--- src/ocr_pkg.sv ---
// constants for the output routing control block
package ocr_pkg;

  // register index width and offsets
  localparam int unsigned ADDR_W = 4;
  localparam logic [3:0] OFS_HIGH_NUM = 4'h6;
  localparam logic [3:0] OFS_ROUTING = 4'h7;
  localparam logic [3:0] OFS_NUM_LOW = 4'h8;
  localparam logic [3:0] OFS_SPREAD = 4'h9;

  // values held before the fuse words arrive
  localparam logic [15:0] RST_HIGH_NUM = 16'h0AA0;
  localparam logic [15:0] RST_ROUTING = 16'h6503;
  localparam logic [15:0] RST_NUM_LOW = 16'hC28F;
  localparam logic [15:0] RST_SPREAD = 16'h3066;

  // routing register fields
  localparam int unsigned BIT_RSVD_ZERO = 15;
  localparam int unsigned BIT_ROLE_HI = 14;
  localparam int unsigned BIT_ROLE_LO = 13;
  localparam int unsigned BIT_AUXDIV_HI = 12;
  localparam int unsigned BIT_AUXDIV_LO = 11;
  localparam int unsigned BIT_RSVD_ONE = 10;
  localparam int unsigned BIT_AUX_SRC = 9;
  localparam int unsigned BIT_EN1 = 8;
  localparam int unsigned BIT_SRC1 = 7;
  localparam int unsigned BIT_SLEW_HI = 6;
  localparam int unsigned BIT_SLEW_LO = 5;
  localparam int unsigned BIT_FMT_HI = 4;
  localparam int unsigned BIT_FMT_LO = 2;
  localparam int unsigned BIT_EN0 = 1;
  localparam int unsigned BIT_OE_POL = 0;

  // upper numerator byte inside the earlier register
  localparam int unsigned BIT_NUMHI_HI = 12;
  localparam int unsigned BIT_NUMHI_LO = 5;

  // aux pin roles
  typedef enum logic [1:0] {
    ROLE_GROUNDED = 2'h0,
    ROLE_TRISTATE = 2'h1,
    ROLE_CLOCK = 2'h2,
    ROLE_READY = 2'h3
  } ocr_role_t;

  // aux divisor codes
  localparam logic [1:0] AUXDIV_OFF = 2'h0;

  // highest standard code that is differential
  localparam logic [2:0] FMT_DIFF_MAX = 3'h3;

  // synchronised pin inputs
  localparam int unsigned N_SYNC = 6;
  localparam int unsigned SY_FRAC0 = 0;
  localparam int unsigned SY_FRAC1 = 1;
  localparam int unsigned SY_CH0 = 2;
  localparam int unsigned SY_CH1 = 3;
  localparam int unsigned SY_COMB = 4;
  localparam int unsigned SY_OE = 5;

endpackage : ocr_pkg

--- src/ocr_aux_div.sv ---
// divider that makes the aux pin clock from a synchronised source level
`timescale 1ns/10ps
`default_nettype none
module ocr_aux_div (
  // clock and reset
  input wire logic core_clk,
  input wire logic rstn,
  // control
  input wire logic run,
  input wire logic [1:0] div_code,
  // source and result
  input wire logic src_level,
  output logic aux_clk
);

  logic [2:0] cnt_ff;
  logic [2:0] nxt_cnt;
  logic src_prev_ff;
  logic nxt_src_prev;
  logic aux_clk_ff;
  logic nxt_aux_clk;

  always_comb begin
    nxt_src_prev = src_level;
    nxt_cnt = cnt_ff;
    nxt_aux_clk = 1'b0;
    if (!run || div_code == ocr_pkg::AUXDIV_OFF) begin
      nxt_cnt = 3'h0;
    end else begin
      // count source rising edges; bit n toggles every 2^n edges
      if (src_level && !src_prev_ff) begin
        nxt_cnt = cnt_ff + 3'h1;
      end
      nxt_aux_clk = nxt_cnt[div_code - 2'h1];
    end
  end

  always_ff @(posedge core_clk) begin
    if (!rstn) begin
      cnt_ff <= 3'h0;
      src_prev_ff <= 1'b0;
      aux_clk_ff <= 1'b0;
    end else begin
      cnt_ff <= nxt_cnt;
      src_prev_ff <= nxt_src_prev;
      aux_clk_ff <= nxt_aux_clk;
    end
  end

  assign aux_clk = aux_clk_ff;

endmodule : ocr_aux_div
`default_nettype wire

--- src/ocr_routing.sv ---
// output routing control registers and clock output gating
`timescale 1ns/10ps
`default_nettype none
module ocr_routing (
  // clock and reset
  input wire logic core_clk,
  input wire logic rstn,
  // register port
  input wire logic reg_wr,
  input wire logic reg_rd,
  input wire logic [3:0] reg_addr,
  input wire logic [15:0] reg_wdata,
  output logic [15:0] reg_rdata,
  // fuse storage
  input wire logic fuse_load,
  input wire logic [15:0] fuse_high_num,
  input wire logic [15:0] fuse_routing,
  input wire logic [15:0] fuse_num_low,
  input wire logic [15:0] fuse_spread,
  // clock sources and pins, asynchronous
  input wire logic frac0_clk,
  input wire logic frac1_clk,
  input wire logic ch0_div_clk,
  input wire logic ch1_div_clk,
  input wire logic combiner_clk,
  input wire logic oe_pin,
  // same-domain status and flags
  input wire logic clk_ready,
  input wire logic channel_zero_combiner_flag,
  input wire logic channel_one_combiner_flag,
  // outputs
  output logic first_clock_output,
  output logic second_clock_output,
  output logic aux_pin_out,
  output logic aux_pin_oe,
  output logic [2:0] second_output_standard,
  output logic [1:0] second_output_edge_rate,
  output logic [23:0] second_divider_numerator
);

  // input synchronisers: a change counts once stages two and three agree
  logic [ocr_pkg::N_SYNC-1:0] async_in;
  logic [ocr_pkg::N_SYNC-1:0] sy1_ff;
  logic [ocr_pkg::N_SYNC-1:0] sy2_ff;
  logic [ocr_pkg::N_SYNC-1:0] sy3_ff;
  logic [ocr_pkg::N_SYNC-1:0] filt_ff;
  logic [ocr_pkg::N_SYNC-1:0] nxt_filt;

  assign async_in = {oe_pin, combiner_clk, ch1_div_clk, ch0_div_clk, frac1_clk, frac0_clk};

  genvar gi;
  generate
    for (gi = 0; gi < ocr_pkg::N_SYNC; gi++) begin : g_sync
      always_comb begin
        nxt_filt[gi] = (sy2_ff[gi] == sy3_ff[gi]) ? sy3_ff[gi] : filt_ff[gi];
      end
      always_ff @(posedge core_clk) begin
        if (!rstn) begin
          sy1_ff[gi] <= 1'b0;
          sy2_ff[gi] <= 1'b0;
          sy3_ff[gi] <= 1'b0;
          filt_ff[gi] <= 1'b0;
        end else begin
          sy1_ff[gi] <= async_in[gi];
          sy2_ff[gi] <= sy1_ff[gi];
          sy3_ff[gi] <= sy2_ff[gi];
          filt_ff[gi] <= nxt_filt[gi];
        end
      end
    end
  endgenerate

  // register file
  logic [15:0] high_num_ff, routing_ff, num_low_ff, spread_ff, rdata_ff;
  logic [15:0] nxt_high_num, nxt_routing, nxt_num_low, nxt_spread, nxt_rdata;
  logic load_pend_ff;
  logic nxt_load_pend;

  always_comb begin
    nxt_high_num = high_num_ff;
    nxt_routing = routing_ff;
    nxt_num_low = num_low_ff;
    nxt_spread = spread_ff;
    nxt_rdata = rdata_ff;
    nxt_load_pend = 1'b0;
    // fuse words win over a software write in the same cycle
    if (load_pend_ff || fuse_load) begin
      nxt_high_num = fuse_high_num;
      nxt_routing = fuse_routing;
      nxt_num_low = fuse_num_low;
      nxt_spread = fuse_spread;
    end else if (reg_wr) begin
      case (reg_addr)
        ocr_pkg::OFS_HIGH_NUM: nxt_high_num = reg_wdata;
        ocr_pkg::OFS_ROUTING: nxt_routing = reg_wdata;
        ocr_pkg::OFS_NUM_LOW: nxt_num_low = reg_wdata;
        ocr_pkg::OFS_SPREAD: nxt_spread = reg_wdata;
        default: nxt_spread = spread_ff;
      endcase
    end
    // reserved top bit is held low whatever is written
    nxt_routing[ocr_pkg::BIT_RSVD_ZERO] = 1'b0;
    if (reg_rd) begin
      case (reg_addr)
        ocr_pkg::OFS_HIGH_NUM: nxt_rdata = high_num_ff;
        ocr_pkg::OFS_ROUTING: nxt_rdata = routing_ff;
        ocr_pkg::OFS_NUM_LOW: nxt_rdata = num_low_ff;
        ocr_pkg::OFS_SPREAD: nxt_rdata = spread_ff;
        default: nxt_rdata = 16'h0000;
      endcase
    end
  end

  always_ff @(posedge core_clk) begin
    if (!rstn) begin
      high_num_ff <= ocr_pkg::RST_HIGH_NUM;
      routing_ff <= ocr_pkg::RST_ROUTING;
      num_low_ff <= ocr_pkg::RST_NUM_LOW;
      spread_ff <= ocr_pkg::RST_SPREAD;
      rdata_ff <= 16'h0000;
      load_pend_ff <= 1'b1;
    end else begin
      high_num_ff <= nxt_high_num;
      routing_ff <= nxt_routing;
      num_low_ff <= nxt_num_low;
      spread_ff <= nxt_spread;
      rdata_ff <= nxt_rdata;
      load_pend_ff <= nxt_load_pend;
    end
  end

  // field views
  logic [1:0] role, aux_div, slew1;
  logic [2:0] fmt1;
  logic en0, en1, pol, pin_active, comb_active, src1, src0, aux_div_clk;

  assign role = routing_ff[ocr_pkg::BIT_ROLE_HI:ocr_pkg::BIT_ROLE_LO];
  assign aux_div = routing_ff[ocr_pkg::BIT_AUXDIV_HI:ocr_pkg::BIT_AUXDIV_LO];
  assign fmt1 = routing_ff[ocr_pkg::BIT_FMT_HI:ocr_pkg::BIT_FMT_LO];
  assign slew1 = routing_ff[ocr_pkg::BIT_SLEW_HI:ocr_pkg::BIT_SLEW_LO];
  assign en0 = routing_ff[ocr_pkg::BIT_EN0];
  assign en1 = routing_ff[ocr_pkg::BIT_EN1];
  assign pol = routing_ff[ocr_pkg::BIT_OE_POL];
  // polarity flips the pin only, enable bits keep their sense
  assign pin_active = pol ? !filt_ff[ocr_pkg::SY_OE] : filt_ff[ocr_pkg::SY_OE];
  assign comb_active = channel_zero_combiner_flag || channel_one_combiner_flag;

  always_comb begin
    src0 = channel_zero_combiner_flag ? filt_ff[ocr_pkg::SY_COMB]
                                      : filt_ff[ocr_pkg::SY_CH0];
    if (comb_active) begin
      src1 = filt_ff[ocr_pkg::SY_COMB];
    end else if (routing_ff[ocr_pkg::BIT_SRC1]) begin
      src1 = filt_ff[ocr_pkg::SY_CH1];
    end else begin
      src1 = filt_ff[ocr_pkg::SY_CH0];
    end
  end

  ocr_aux_div u_aux_div (
    .core_clk(core_clk),
    .rstn(rstn),
    .run(role == ocr_pkg::ROLE_CLOCK),
    .div_code(aux_div),
    .src_level(routing_ff[ocr_pkg::BIT_AUX_SRC] ? filt_ff[ocr_pkg::SY_FRAC1]
                                                : filt_ff[ocr_pkg::SY_FRAC0]),
    .aux_clk(aux_div_clk)
  );

  // output stage, every output straight from a flop
  logic first_out_ff, second_out_ff, aux_out_ff, aux_oe_ff;
  logic nxt_first_out, nxt_second_out, nxt_aux_out, nxt_aux_oe;
  logic [2:0] fmt_ff, nxt_fmt;
  logic [1:0] slew_ff, nxt_slew;
  logic [23:0] num_ff, nxt_num;

  always_comb begin
    // disabled outputs park low
    nxt_first_out = en0 && pin_active && src0;
    nxt_second_out = en1 && pin_active && src1;
    nxt_fmt = fmt1;
    // single-ended standards have no edge-rate control
    nxt_slew = (fmt1 <= ocr_pkg::FMT_DIFF_MAX) ? slew1 : 2'h0;
    nxt_num = {high_num_ff[ocr_pkg::BIT_NUMHI_HI:ocr_pkg::BIT_NUMHI_LO], num_low_ff};
    case (role)
      ocr_pkg::ROLE_GROUNDED: begin
        nxt_aux_out = 1'b0;
        nxt_aux_oe = 1'b1;
      end
      ocr_pkg::ROLE_TRISTATE: begin
        nxt_aux_out = 1'b0;
        nxt_aux_oe = 1'b0;
      end
      ocr_pkg::ROLE_CLOCK: begin
        nxt_aux_out = aux_div_clk;
        nxt_aux_oe = 1'b1;
      end
      ocr_pkg::ROLE_READY: begin
        nxt_aux_out = clk_ready;
        nxt_aux_oe = 1'b1;
      end
      default: begin
        nxt_aux_out = 1'b0;
        nxt_aux_oe = 1'b0;
      end
    endcase
  end

  always_ff @(posedge core_clk) begin
    if (!rstn) begin
      first_out_ff <= 1'b0;
      second_out_ff <= 1'b0;
      aux_out_ff <= 1'b0;
      aux_oe_ff <= 1'b0;
      fmt_ff <= 3'h0;
      slew_ff <= 2'h0;
      num_ff <= 24'h000000;
    end else begin
      first_out_ff <= nxt_first_out;
      second_out_ff <= nxt_second_out;
      aux_out_ff <= nxt_aux_out;
      aux_oe_ff <= nxt_aux_oe;
      fmt_ff <= nxt_fmt;
      slew_ff <= nxt_slew;
      num_ff <= nxt_num;
    end
  end

  assign reg_rdata = rdata_ff;
  assign first_clock_output = first_out_ff;
  assign second_clock_output = second_out_ff;
  assign aux_pin_out = aux_out_ff;
  assign aux_pin_oe = aux_oe_ff;
  assign second_output_standard = fmt_ff;
  assign second_output_edge_rate = slew_ff;
  assign second_divider_numerator = num_ff;

  // checks
  property p_rsvd_zero;
    @(posedge core_clk) disable iff (!rstn)
    $past(rstn) |-> !routing_ff[ocr_pkg::BIT_RSVD_ZERO];
  endproperty
  a_rsvd_zero: assert property (p_rsvd_zero) else $error("reserved bit 15 set");

  property p_grounded;
    @(posedge core_clk) disable iff (!rstn)
    role == 2'h0 |=> aux_pin_oe && !aux_pin_out;
  endproperty
  a_grounded: assert property (p_grounded) else $error("aux pin not grounded");

  property p_tristate;
    @(posedge core_clk) disable iff (!rstn)
    role == 2'h1 |=> !aux_pin_oe;
  endproperty
  a_tristate: assert property (p_tristate) else $error("aux pin driven in tri-state");

  property p_ready;
    @(posedge core_clk) disable iff (!rstn)
    role == 2'h3 |=> aux_pin_oe && aux_pin_out == $past(clk_ready);
  endproperty
  a_ready: assert property (p_ready) else $error("ready flag not on aux pin");

  property p_aux_off;
    @(posedge core_clk) disable iff (!rstn)
    (role == 2'h2 && aux_div == 2'h0) [*3] |=> !aux_pin_out;
  endproperty
  a_aux_off: assert property (p_aux_off) else $error("aux clock runs while off");

  property p_comb_wins;
    @(posedge core_clk) disable iff (!rstn)
    comb_active |=> second_clock_output == $past(en1 && pin_active && filt_ff[ocr_pkg::SY_COMB]);
  endproperty
  a_comb_wins: assert property (p_comb_wins) else $error("source bit used with combiner");

  property p_first_clock_output_gate;
    @(posedge core_clk) disable iff (!rstn)
    (!en0 || !pin_active) |=> !first_clock_output;
  endproperty
  a_first_clock_output_gate: assert property (p_first_clock_output_gate) else $error("first output not gated");

  property p_second_clock_output_pol;
    @(posedge core_clk) disable iff (!rstn)
    (pol && !filt_ff[ocr_pkg::SY_OE] && en1 && !comb_active && !routing_ff[ocr_pkg::BIT_SRC1]
      && filt_ff[ocr_pkg::SY_CH0]) |=> second_clock_output;
  endproperty
  a_second_clock_output_pol: assert property (p_second_clock_output_pol) else $error("low pin does not enable");

  property p_slew_se;
    @(posedge core_clk) disable iff (!rstn)
    fmt1 > 3'h3 |=> second_output_edge_rate == 2'h0;
  endproperty
  a_slew_se: assert property (p_slew_se) else $error("edge rate on single-ended");

  property p_num;
    @(posedge core_clk) disable iff (!rstn)
    1'b1 |=> second_divider_numerator == {$past(high_num_ff[12:5]), $past(num_low_ff)};
  endproperty
  a_num: assert property (p_num) else $error("numerator assembly wrong");

  property p_fuse;
    @(posedge core_clk) disable iff (!rstn)
    fuse_load |=> num_low_ff == $past(fuse_num_low) && high_num_ff == $past(fuse_high_num);
  endproperty
  a_fuse: assert property (p_fuse) else $error("fuse word not loaded");

  c_aux_clock: cover property (@(posedge core_clk) disable iff (!rstn)
    role == 2'h2 && aux_div == 2'h3 && aux_pin_out);
  c_comb: cover property (@(posedge core_clk) disable iff (!rstn)
    comb_active && second_clock_output);
  c_pol_low: cover property (@(posedge core_clk) disable iff (!rstn)
    !pol && pin_active && first_clock_output);

endmodule : ocr_routing
`default_nettype wire

--- config.mk ---
export PLATFORM = sky130hd
export DESIGN_NAME = ocr_routing
export DESIGN_NICKNAME = d
export VERILOG_FILES = /design/src/ocr_pkg.sv /design/src/ocr_aux_div.sv /design/src/ocr_routing.sv
export SDC_FILE = /design/constraint.sdc
export NUM_CORES = 1
export LEC_CHECK = 0
export CAP_MARGIN = 10
export CORE_MARGIN = 2
export CORE_UTILIZATION = 55
export CTS_BUF_LIST = sky130_fd_sc_hd__clkbuf_8
export CTS_CLUSTER_DIAMETER = 50
export DETAILED_ROUTE_END_ITERATION = 16
export DONT_BUFFER_PORTS = 1
export HOLD_SLACK_MARGIN = 0.08
export PLACE_DENSITY_LB_ADDON = 0.25
export SKIP_LAST_GASP = 1
export SLEW_MARGIN = 10
export SYNTH_ARGS = -nofsm -noshare
export SYNTH_HDL_FRONTEND = slang
export SYNTH_SLANG_ARGS = --single-unit
--- constraint.sdc ---
create_clock -name core_clk -period 4.34 [get_ports core_clk]
set_input_delay 0.868 -clock core_clk [delete_from_list [all_inputs] [get_ports core_clk]]
set_output_delay 0.868 -clock core_clk [all_outputs]
set_load 0.02 [all_outputs]
-- Word level (Yosys, flattened, before mapping)
Cells that the tools add are included.
- $add $sub $neg: 2
- magnitude comparators: 2
- equality and inequality tests: 13
- muxes and demuxes: 25
- bitwise operators: 1
- reduce and logical (&&, ||, !) cells: 26
- operators with widths (kind ; count):
    $mux W16 ; 9
    $pmux W16 S4 ; 1
    $mux W15 ; 3
    $reduce_and A2 Y1 ; 5
    $reduce_bool A2 Y1 ; 5
    $eq A4 B3 Y1 const B ; 2
    $eq A4 B4 Y1 const B ; 2
    $mux W1 ; 7
    $eq A1 B1 Y1 ; 6
    $mux W3 ; 2
    $logic_and A1 B1 Y1 ; 5
    $eq A2 B2 Y1 const B ; 2
    $logic_not A2 Y1 ; 2
    $reduce_or A2 Y1 ; 2
    $add A3 B1 Y3 const B ; 1
    $le A3 B2 Y1 const B ; 1
    $logic_not A1 Y1 ; 3
    $logic_or A1 B1 Y1 ; 3
    $lt A2 B3 Y1 const B ; 1
    $pmux W1 S3 ; 1
    $reduce_or A3 Y1 ; 1
    $bmux W1 S2 ; 1
    $eq A2 B1 Y1 const B ; 1
    $pmux W1 S2 ; 1
    other kinds (2) ; 2
- register bits after elaboration: 142
- input bits: 98
- output and inout port bits: 49
- logic and storage cells: 109

-- Logic depth before layout (Yosys ltp)
Gate-level depths: netlist of the first run.
- depth in word-level cells: 6
- depth in mapped cells: 7
- mapped depth without buffers: 5

-- By module
A second synthesis of the first run with hierarchy kept.
- cells, all modules: 643
- area total of the unflattened synthesis: 5940.7 um^2
- modules (own cells, without submodules) (module ; instances ; cells an instance ; area each (um^2) ; seq. area each (um^2)):
    ocr_routing ; 1 ; 620 ; 5694.2 ; 2742.6
    ocr_aux_div ; 1 ; 23 ; 246.5 ; 100.1

-- Worst setup path after synthesis of the first run
OpenSTA, ideal clock, no wires.
- kind: input -> register
- from: input fuse_load
- to: register routing_ff[13]
- setup time: 0.074 ns
- data arrival time: 1.943 ns
- data required time: 4.266 ns
- setup slack: 2.323 ns
- cell stages on the path: 6
- buffers on the path: 2
- path through: or2_2 > buf_2 > a21oi_2 > buf_2 > a211oi_1 > o21ai_0
- longest elaborated chain between the ends: 3
- elaborated cells on any way between the ends: 5
- classes of those cells: 1 x mux; 4 x reduce/logical
- ends and longest elaborated chain (item ; line ; RTL):
    start: declaration ; ocr_routing.sv:15 ; input wire logic fuse_load,
    $logic_or A1 B1 Y1 * ; ocr_routing.sv:87 ; if (load_pend_ff || fuse_load) begin
    $reduce_bool A2 Y1 (no source line) ; -- ;
    $reduce_and A2 Y1 (no source line) ; -- ;
    end signal: assignment ; ocr_routing.sv:117 ; routing_ff <= ocr_pkg::RST_ROUTING;
    end signal: assignment ; ocr_routing.sv:124 ; routing_ff <= nxt_routing;
    end: declaration ; ocr_routing.sv:74 ; logic [15:0] high_num_ff, routing_ff, num_low_ff, spread_ff, rdata_ff;
Mark *: on every way between the ends. The rest lies on a longest branch, timed or not.
A chain may end at the register's enable or synchronous reset.

-- Final worst setup path of the first run
- from: input fuse_load
- to: register routing_ff[12]
Same word-level chain as after synthesis.

==> flow_metrics.tcl, run 1 <==
set metrics [dict create \
    post-cts-setup-buffer-count 0 \
    grt_overflow 0 \
    hp-class "register to register" \
    grt_pass1_wl_mm 21.91 \
    synth_top_area_cell "dfxtp_1" \
    clock_skew_ps 12.81 \
    finalMaxSlewViolations 0 \
    clk_path_buf_depth 2 \
    syn2layout_area_growth_pct 6.619 \
    fillers 846 \
    numPortBuffers 0 \
    routed_wl_mm 14.31 \
    mostFrequentLayoutCells "dfxtp_1 (142), nand2_1 (69), o21ai_0 (64)" \
    seq_area_mm2 0.002843 \
    grt_use_total_pct 27.36 \
    cts_buffers 17 \
    htree_num_levels 4 \
    final_hold_viol_count 0 \
    drc 0 \
    drt_first_iter_violations 281 \
    worstPathMaxFanout 46 \
    cts.root.buffer_cell "clkbuf_8" \
    clk_pin_slew_worst_paths_ps 70 \
    worstPathArrival_ps 2670 \
    hold_path_end "sy2_ff[2]" \
    viasPerCell 6.018 \
    cts.sinks 142 \
    wire_per_inst_um 19.66 \
    rows 36 \
    grt_pass1_vias 4091 \
    design_area_mm2 0.005804 \
    worstRegToRegCells 4 \
    netlist_area_mm2 0.005444 \
    synth_top_area_share_pct 52.22 \
    synth_seq_area_share_pct 52.22 \
    grt_max_degree 93 \
    start_util_pct 56.21 \
    layout-drive-gt1-share_pct 6.566 \
    dieArea_mm2 0.01071 \
    drtPass1Iterations 8 \
    die_x_um 103.5 \
    cts_tree "yes" \
    r2r_end "routing_ff[12]" \
    dp_hpwl_mm 9.662 \
    r2r_start "load_pend_ff" \
    relSlewSlack_pct 36.46 \
    power_density_mw_per_mm2 438.3 \
    syn_area_per_cell_um2 8.998 \
    finalCritPeriodShare_pct 53.46 \
    p_leak_nw 2.179 \
    ys_ff_latch 142 \
    place_inst 697 \
    cp-start-kind "input pin" \
    run_status "finished, final reports clean" \
    grt_setup_unrepaired "false" \
    ys_types 41 \
    layout_setup_ws_ps 2020 \
    place_ws_ps 1641 \
    vias 4381 \
    synth_cells 605 \
    hold_depth 1 \
    ir_drop_v 0.0002095 \
    cts_hold_buf 0 \
    path_class "input pin to register" \
    multiInputGateArea_mm2 0.002405 \
    io_pins 147 \
    endpoint_kind "register" \
    final_common_cell "dfxtp_1" \
    ant_nets 0 \
    core_mm2 0.009684 \
    worst_pin_slew_ps 953.1 \
    grt_antenna_before_repair 1 \
    cts_resized 0 \
    rrSetupSlack_ps 2120 \
    crit_required_ps 4680 \
    placed_area_mm2 0.005456 \
    syn_nets 705 \
    synth_warnings 0 \
    fin_nets 683 \
    final.setup.tns_ps 0 \
    clk_latency_ps 440 \
    stdcell_count 728 \
    gp_congestion 0.8327 \
    fmax_mhz 431.0 \
    ys_top_cells_by_area "dfxtp_1 (52%), and2_1 (7.1%), o21ai_0 (5.9%)" \
    die_h_um 103.5 \
    finalCriticalPeriod_ps 2320 \
    hold_start "sy1_ff[2]" \
    maxCapViolCount 0 \
    setup_viol 0 \
]
## Yosys cell counts
| master | instances |
|---|---|
| dfxtp_1 | 142 |
| nand2_1 | 69 |
| o21ai_0 | 64 |
| and2_1 | 62 |
| nor2_1 | 52 |
| a211oi_1 | 33 |
| clkbuf_1 | 27 |
| a21oi_1 | 22 |
| nor3_1 | 19 |
| a31oi_1 | 18 |
| a22o_1 | 16 |
| a221oi_1 | 15 |
| a21o_1 | 13 |
| buf_2 | 12 |
| buf_4 | 4 |
| mux2i_1 | 4 |
| inv_1 | 3 |
| nor3b_1 | 3 |
| a21oi_2 | 2 |
| ha_1 | 2 |
| nand3_1 | 2 |
| xnor2_1 | 2 |
| a311oi_1 | 1 |
| a32o_1 | 1 |
| a41oi_1 | 1 |
| and4_1 | 1 |
| and4b_1 | 1 |
| and4bb_2 | 1 |
| buf_1 | 1 |
| buf_6 | 1 |
| clkinv_1 | 1 |
| mux2_2 | 1 |
| nand2_2 | 1 |
| nand2b_1 | 1 |
| nand3b_1 | 1 |
| nor4b_4 | 1 |
| nor4bb_1 | 1 |
| o21ai_1 | 1 |
| or2_2 | 1 |
| or3_1 | 1 |
| xor2_1 | 1 |
## stage by stage
stage | total power [W] | utilization [%] | hold slack [ps]
6_report | 0.002544 | 59.94 | 427.5
2_1_floorplan | 0.001601 | - | 411.9
5_1_grt | 0.002642 | 59.94 | 453.7
3_5_place_dp | 0.001636 | 56.34 | 421.3
3_3_place_gp | 0.001629 | 56.34 | 421.0
4_1_cts | 0.002556 | 59.88 | 433.5
## cells by family after synthesis
group / synth area share [%]
and+or+nand+nor: 19.60
muxes: 0.9423
AOI/OAI and AO/OA: 22.22
DFF: 52.22
adders and majority gates: 0.4596
xor gates and xnor gates: 0.4827
buffers and inverters: 4.068
## sequential cells by signal, indices dropped and copies added, names as in the netlist, 2 cells and up
register,cells
second_output_standard,3
reg_rdata,16
sy1_ff,6
high_num_ff,16
spread_ff,16
second_output_edge_rate,2
sy2_ff,6
sy3_ff,6
num_low_ff,16
filt_ff,6
second_divider_numerator,24
routing_ff,15
u_aux_div.cnt_ff,3
## worst max path at each step
stage,end,start,depth (start not counted)
final,routing_ff[12],fuse_load,4
after global routing,routing_ff[11],fuse_load,4
after CTS,routing_ff[12],fuse_load,4
after detailed placement,routing_ff[12],fuse_load,4
after global placement,routing_ff[12],fuse_load,4
after floorplan,routing_ff[13],fuse_load,6
## routing by layer
metal	GRT usage (%)	part of all wire [%]
met5	0	0
met3	10.42	9.3
met1	33.77	40
met4	12.15	3.7
met2	42.63	47
## power breakdown
group          internal, W  switching (W)  leakage [nW]
sequential         0.00137      0.0000672          1.17
clock             0.000465       0.000470         0.197
combinational    0.0000719      0.0000954         0.809
## worst max-delay path, stage by stage
cell      delay [ps]
or2_2            630
a21oi_2          780
a211oi_1         110
a211oi_1         260
## area by class of cell
class,instances,share of cell area [%]
well taps,133,2.867
repair buffers,4,0.5174
inverters,4,0.2587
clock inverters,11,1.401
clock buffers,19,4.505
diodes,1,0.04311
multi-input cells,414,41.43
flip-flops and latches,142,48.98
No activity file was read; power rests on OpenSTA's default activity.
==> run 2: changes to the inputs <==
Clock period 4.34 ns to 2.4 ns, I/O delays scaled along.
==> run 2 against run 1 <==
Compared with the run above:
- global-route usage is 0.053 points lower
- critical path depth unchanged
- total power increased by 84%
- die area unchanged
- largest power group unchanged
- clock power grew 88%
- worst hold slack lost 300 ps
==> flow_metrics.tcl, run 2 (same netlist as run 1, synthesis figures left out) <==
set metrics [dict create \
    grt_setup_unrepaired "false" \
    die_h_um 103.5 \
    final_hold_viol_count 0 \
    cts_tree "yes" \
    drc 0 \
    mostFrequentLayoutCells "dfxtp_1 (142), nand2_1 (69), o21ai_0 (64)" \
    grt_use_total_pct 27.31 \
    path_class "register to register" \
    run_status "finished, final reports clean" \
    cts.root.buffer_cell "clkbuf_8" \
    crit_required_ps 2730 \
    io_pins 147 \
    clk_latency_ps 430 \
    final.setup.tns_ps 0 \
    n_antenna_cell 0 \
    grt_antenna_before_repair 0 \
    wire_per_inst_um 19.36 \
    finalCritPeriodShare_pct 74.65 \
    ant_nets 0 \
    final_common_cell "dfxtp_1" \
    p_leak_nw 2.209 \
    cts.sinks 142 \
    vias 4389 \
    clk_path_buf_depth 2 \
    die_x_um 103.5 \
    place_inst 705 \
    routed_wl_mm 14.27 \
    viasPerCell 5.955 \
    r2r_start "load_pend_ff" \
    worstPathArrival_ps 2130 \
    numPortBuffers 0 \
    cp-start-kind "register" \
    fmax_mhz 558.1 \
    dieArea_mm2 0.01071 \
    power_density_mw_per_mm2 795.3 \
    clock_skew_ps 11.24 \
    largest_reg_flops 24 \
    htree_num_levels 4 \
    start_util_pct 56.21 \
    finalCriticalPeriod_ps 1792 \
    cts_buffers 17 \
    ir_drop_v 0.0004154 \
    stdcell_count 737 \
    finalMaxSlewViolations 0 \
    post-cts-setup-buffer-count 0 \
    layout-drive-gt1-share_pct 8.609 \
    rows 36 \
    drt_first_iter_violations 216 \
    worst_pin_slew_ps 780.6 \
    cts_resized 0 \
    fin_nets 691 \
    hp-class "input pin to register" \
    maxCapViolCount 0 \
    crit_start "load_pend_ff" \
    grt_overflow 0 \
    grt_max_degree 93 \
    gp_congestion 0.8801 \
    placed_area_mm2 0.005517 \
    grt_pass1_wl_mm 21.89 \
    relSlewSlack_pct 47.96 \
    hold_start "rstn" \
    syn2layout_area_growth_pct 8.090 \
    clk_pin_slew_worst_paths_ps 80 \
    grt_pass1_vias 4227 \
    core_mm2 0.009684 \
    whs_ps 130.9 \
    worstPathMaxFanout 15 \
    setup_viol 0 \
    design_area_mm2 0.005884 \
    fillers 849 \
    drtPass1Iterations 5 \
    endpoint_kind "register" \
    dp_hpwl_mm 10.03 \
    cts_hold_buf 0 \
]
run 2: path summary, 6_finish.rpt:
kind,end,slack (ps),cells after the start
max,high_num_ff[8],610,4
min,spread_ff[2],130,1
max reg2reg,high_num_ff[8],610,4
min reg2reg,sy2_ff[1],430,1
run 2: metrics by stage:
| step | util [%] | power [W] | setup slack (ps) |
|---|---|---|---|
| after floorplan | - | 0.002895 | 771.1 |
| after global placement | 56.96 | 0.002954 | 536.4 |
| after detailed placement | 56.96 | 0.002970 | 492.2 |
| after CTS | 60.76 | 0.004702 | 630.6 |
| after global routing | 60.76 | 0.004877 | 465.3 |
| final | 60.76 | 0.004680 | 608.4 |
run 2: area by class of cell:
cell class,count,area (um^2),area share [%]
flip-flops and latches,142,2843,48.31
well taps,133,166.4,2.828
repair buffers,12,90.09,1.531
inverters,4,15.01,0.2552
clock inverters,14,120.1,2.041
multi-input cells,414,2402,40.82
clock buffers,18,247.7,4.210
run 2: where the power goes:
group	internal [W]	switching, W
Sequential	0.00248	0.000123
Combinational	0.000136	0.000173
Clock	0.000845	0.000918
Total	0.00347	0.00121
run 2: worst max-delay path, cell delays in order, from the launching register on:
cell and delay, ps:
dfxtp_1 340, or2_2 400, a21oi_2 620, a211oi_1 130
nor3_1 200
run 2: per-layer routing:
layer / GRT usage, % / vias to the layer above / routed length [um]
met4: 12.45 / 0 / 584
met5: 0 / - / 0
met3: 10.48 / 40 / 1344
met1: 32.60 / 2058 / 5593
met2: 43.62 / 190 / 6746
li1: - / 2101 / -
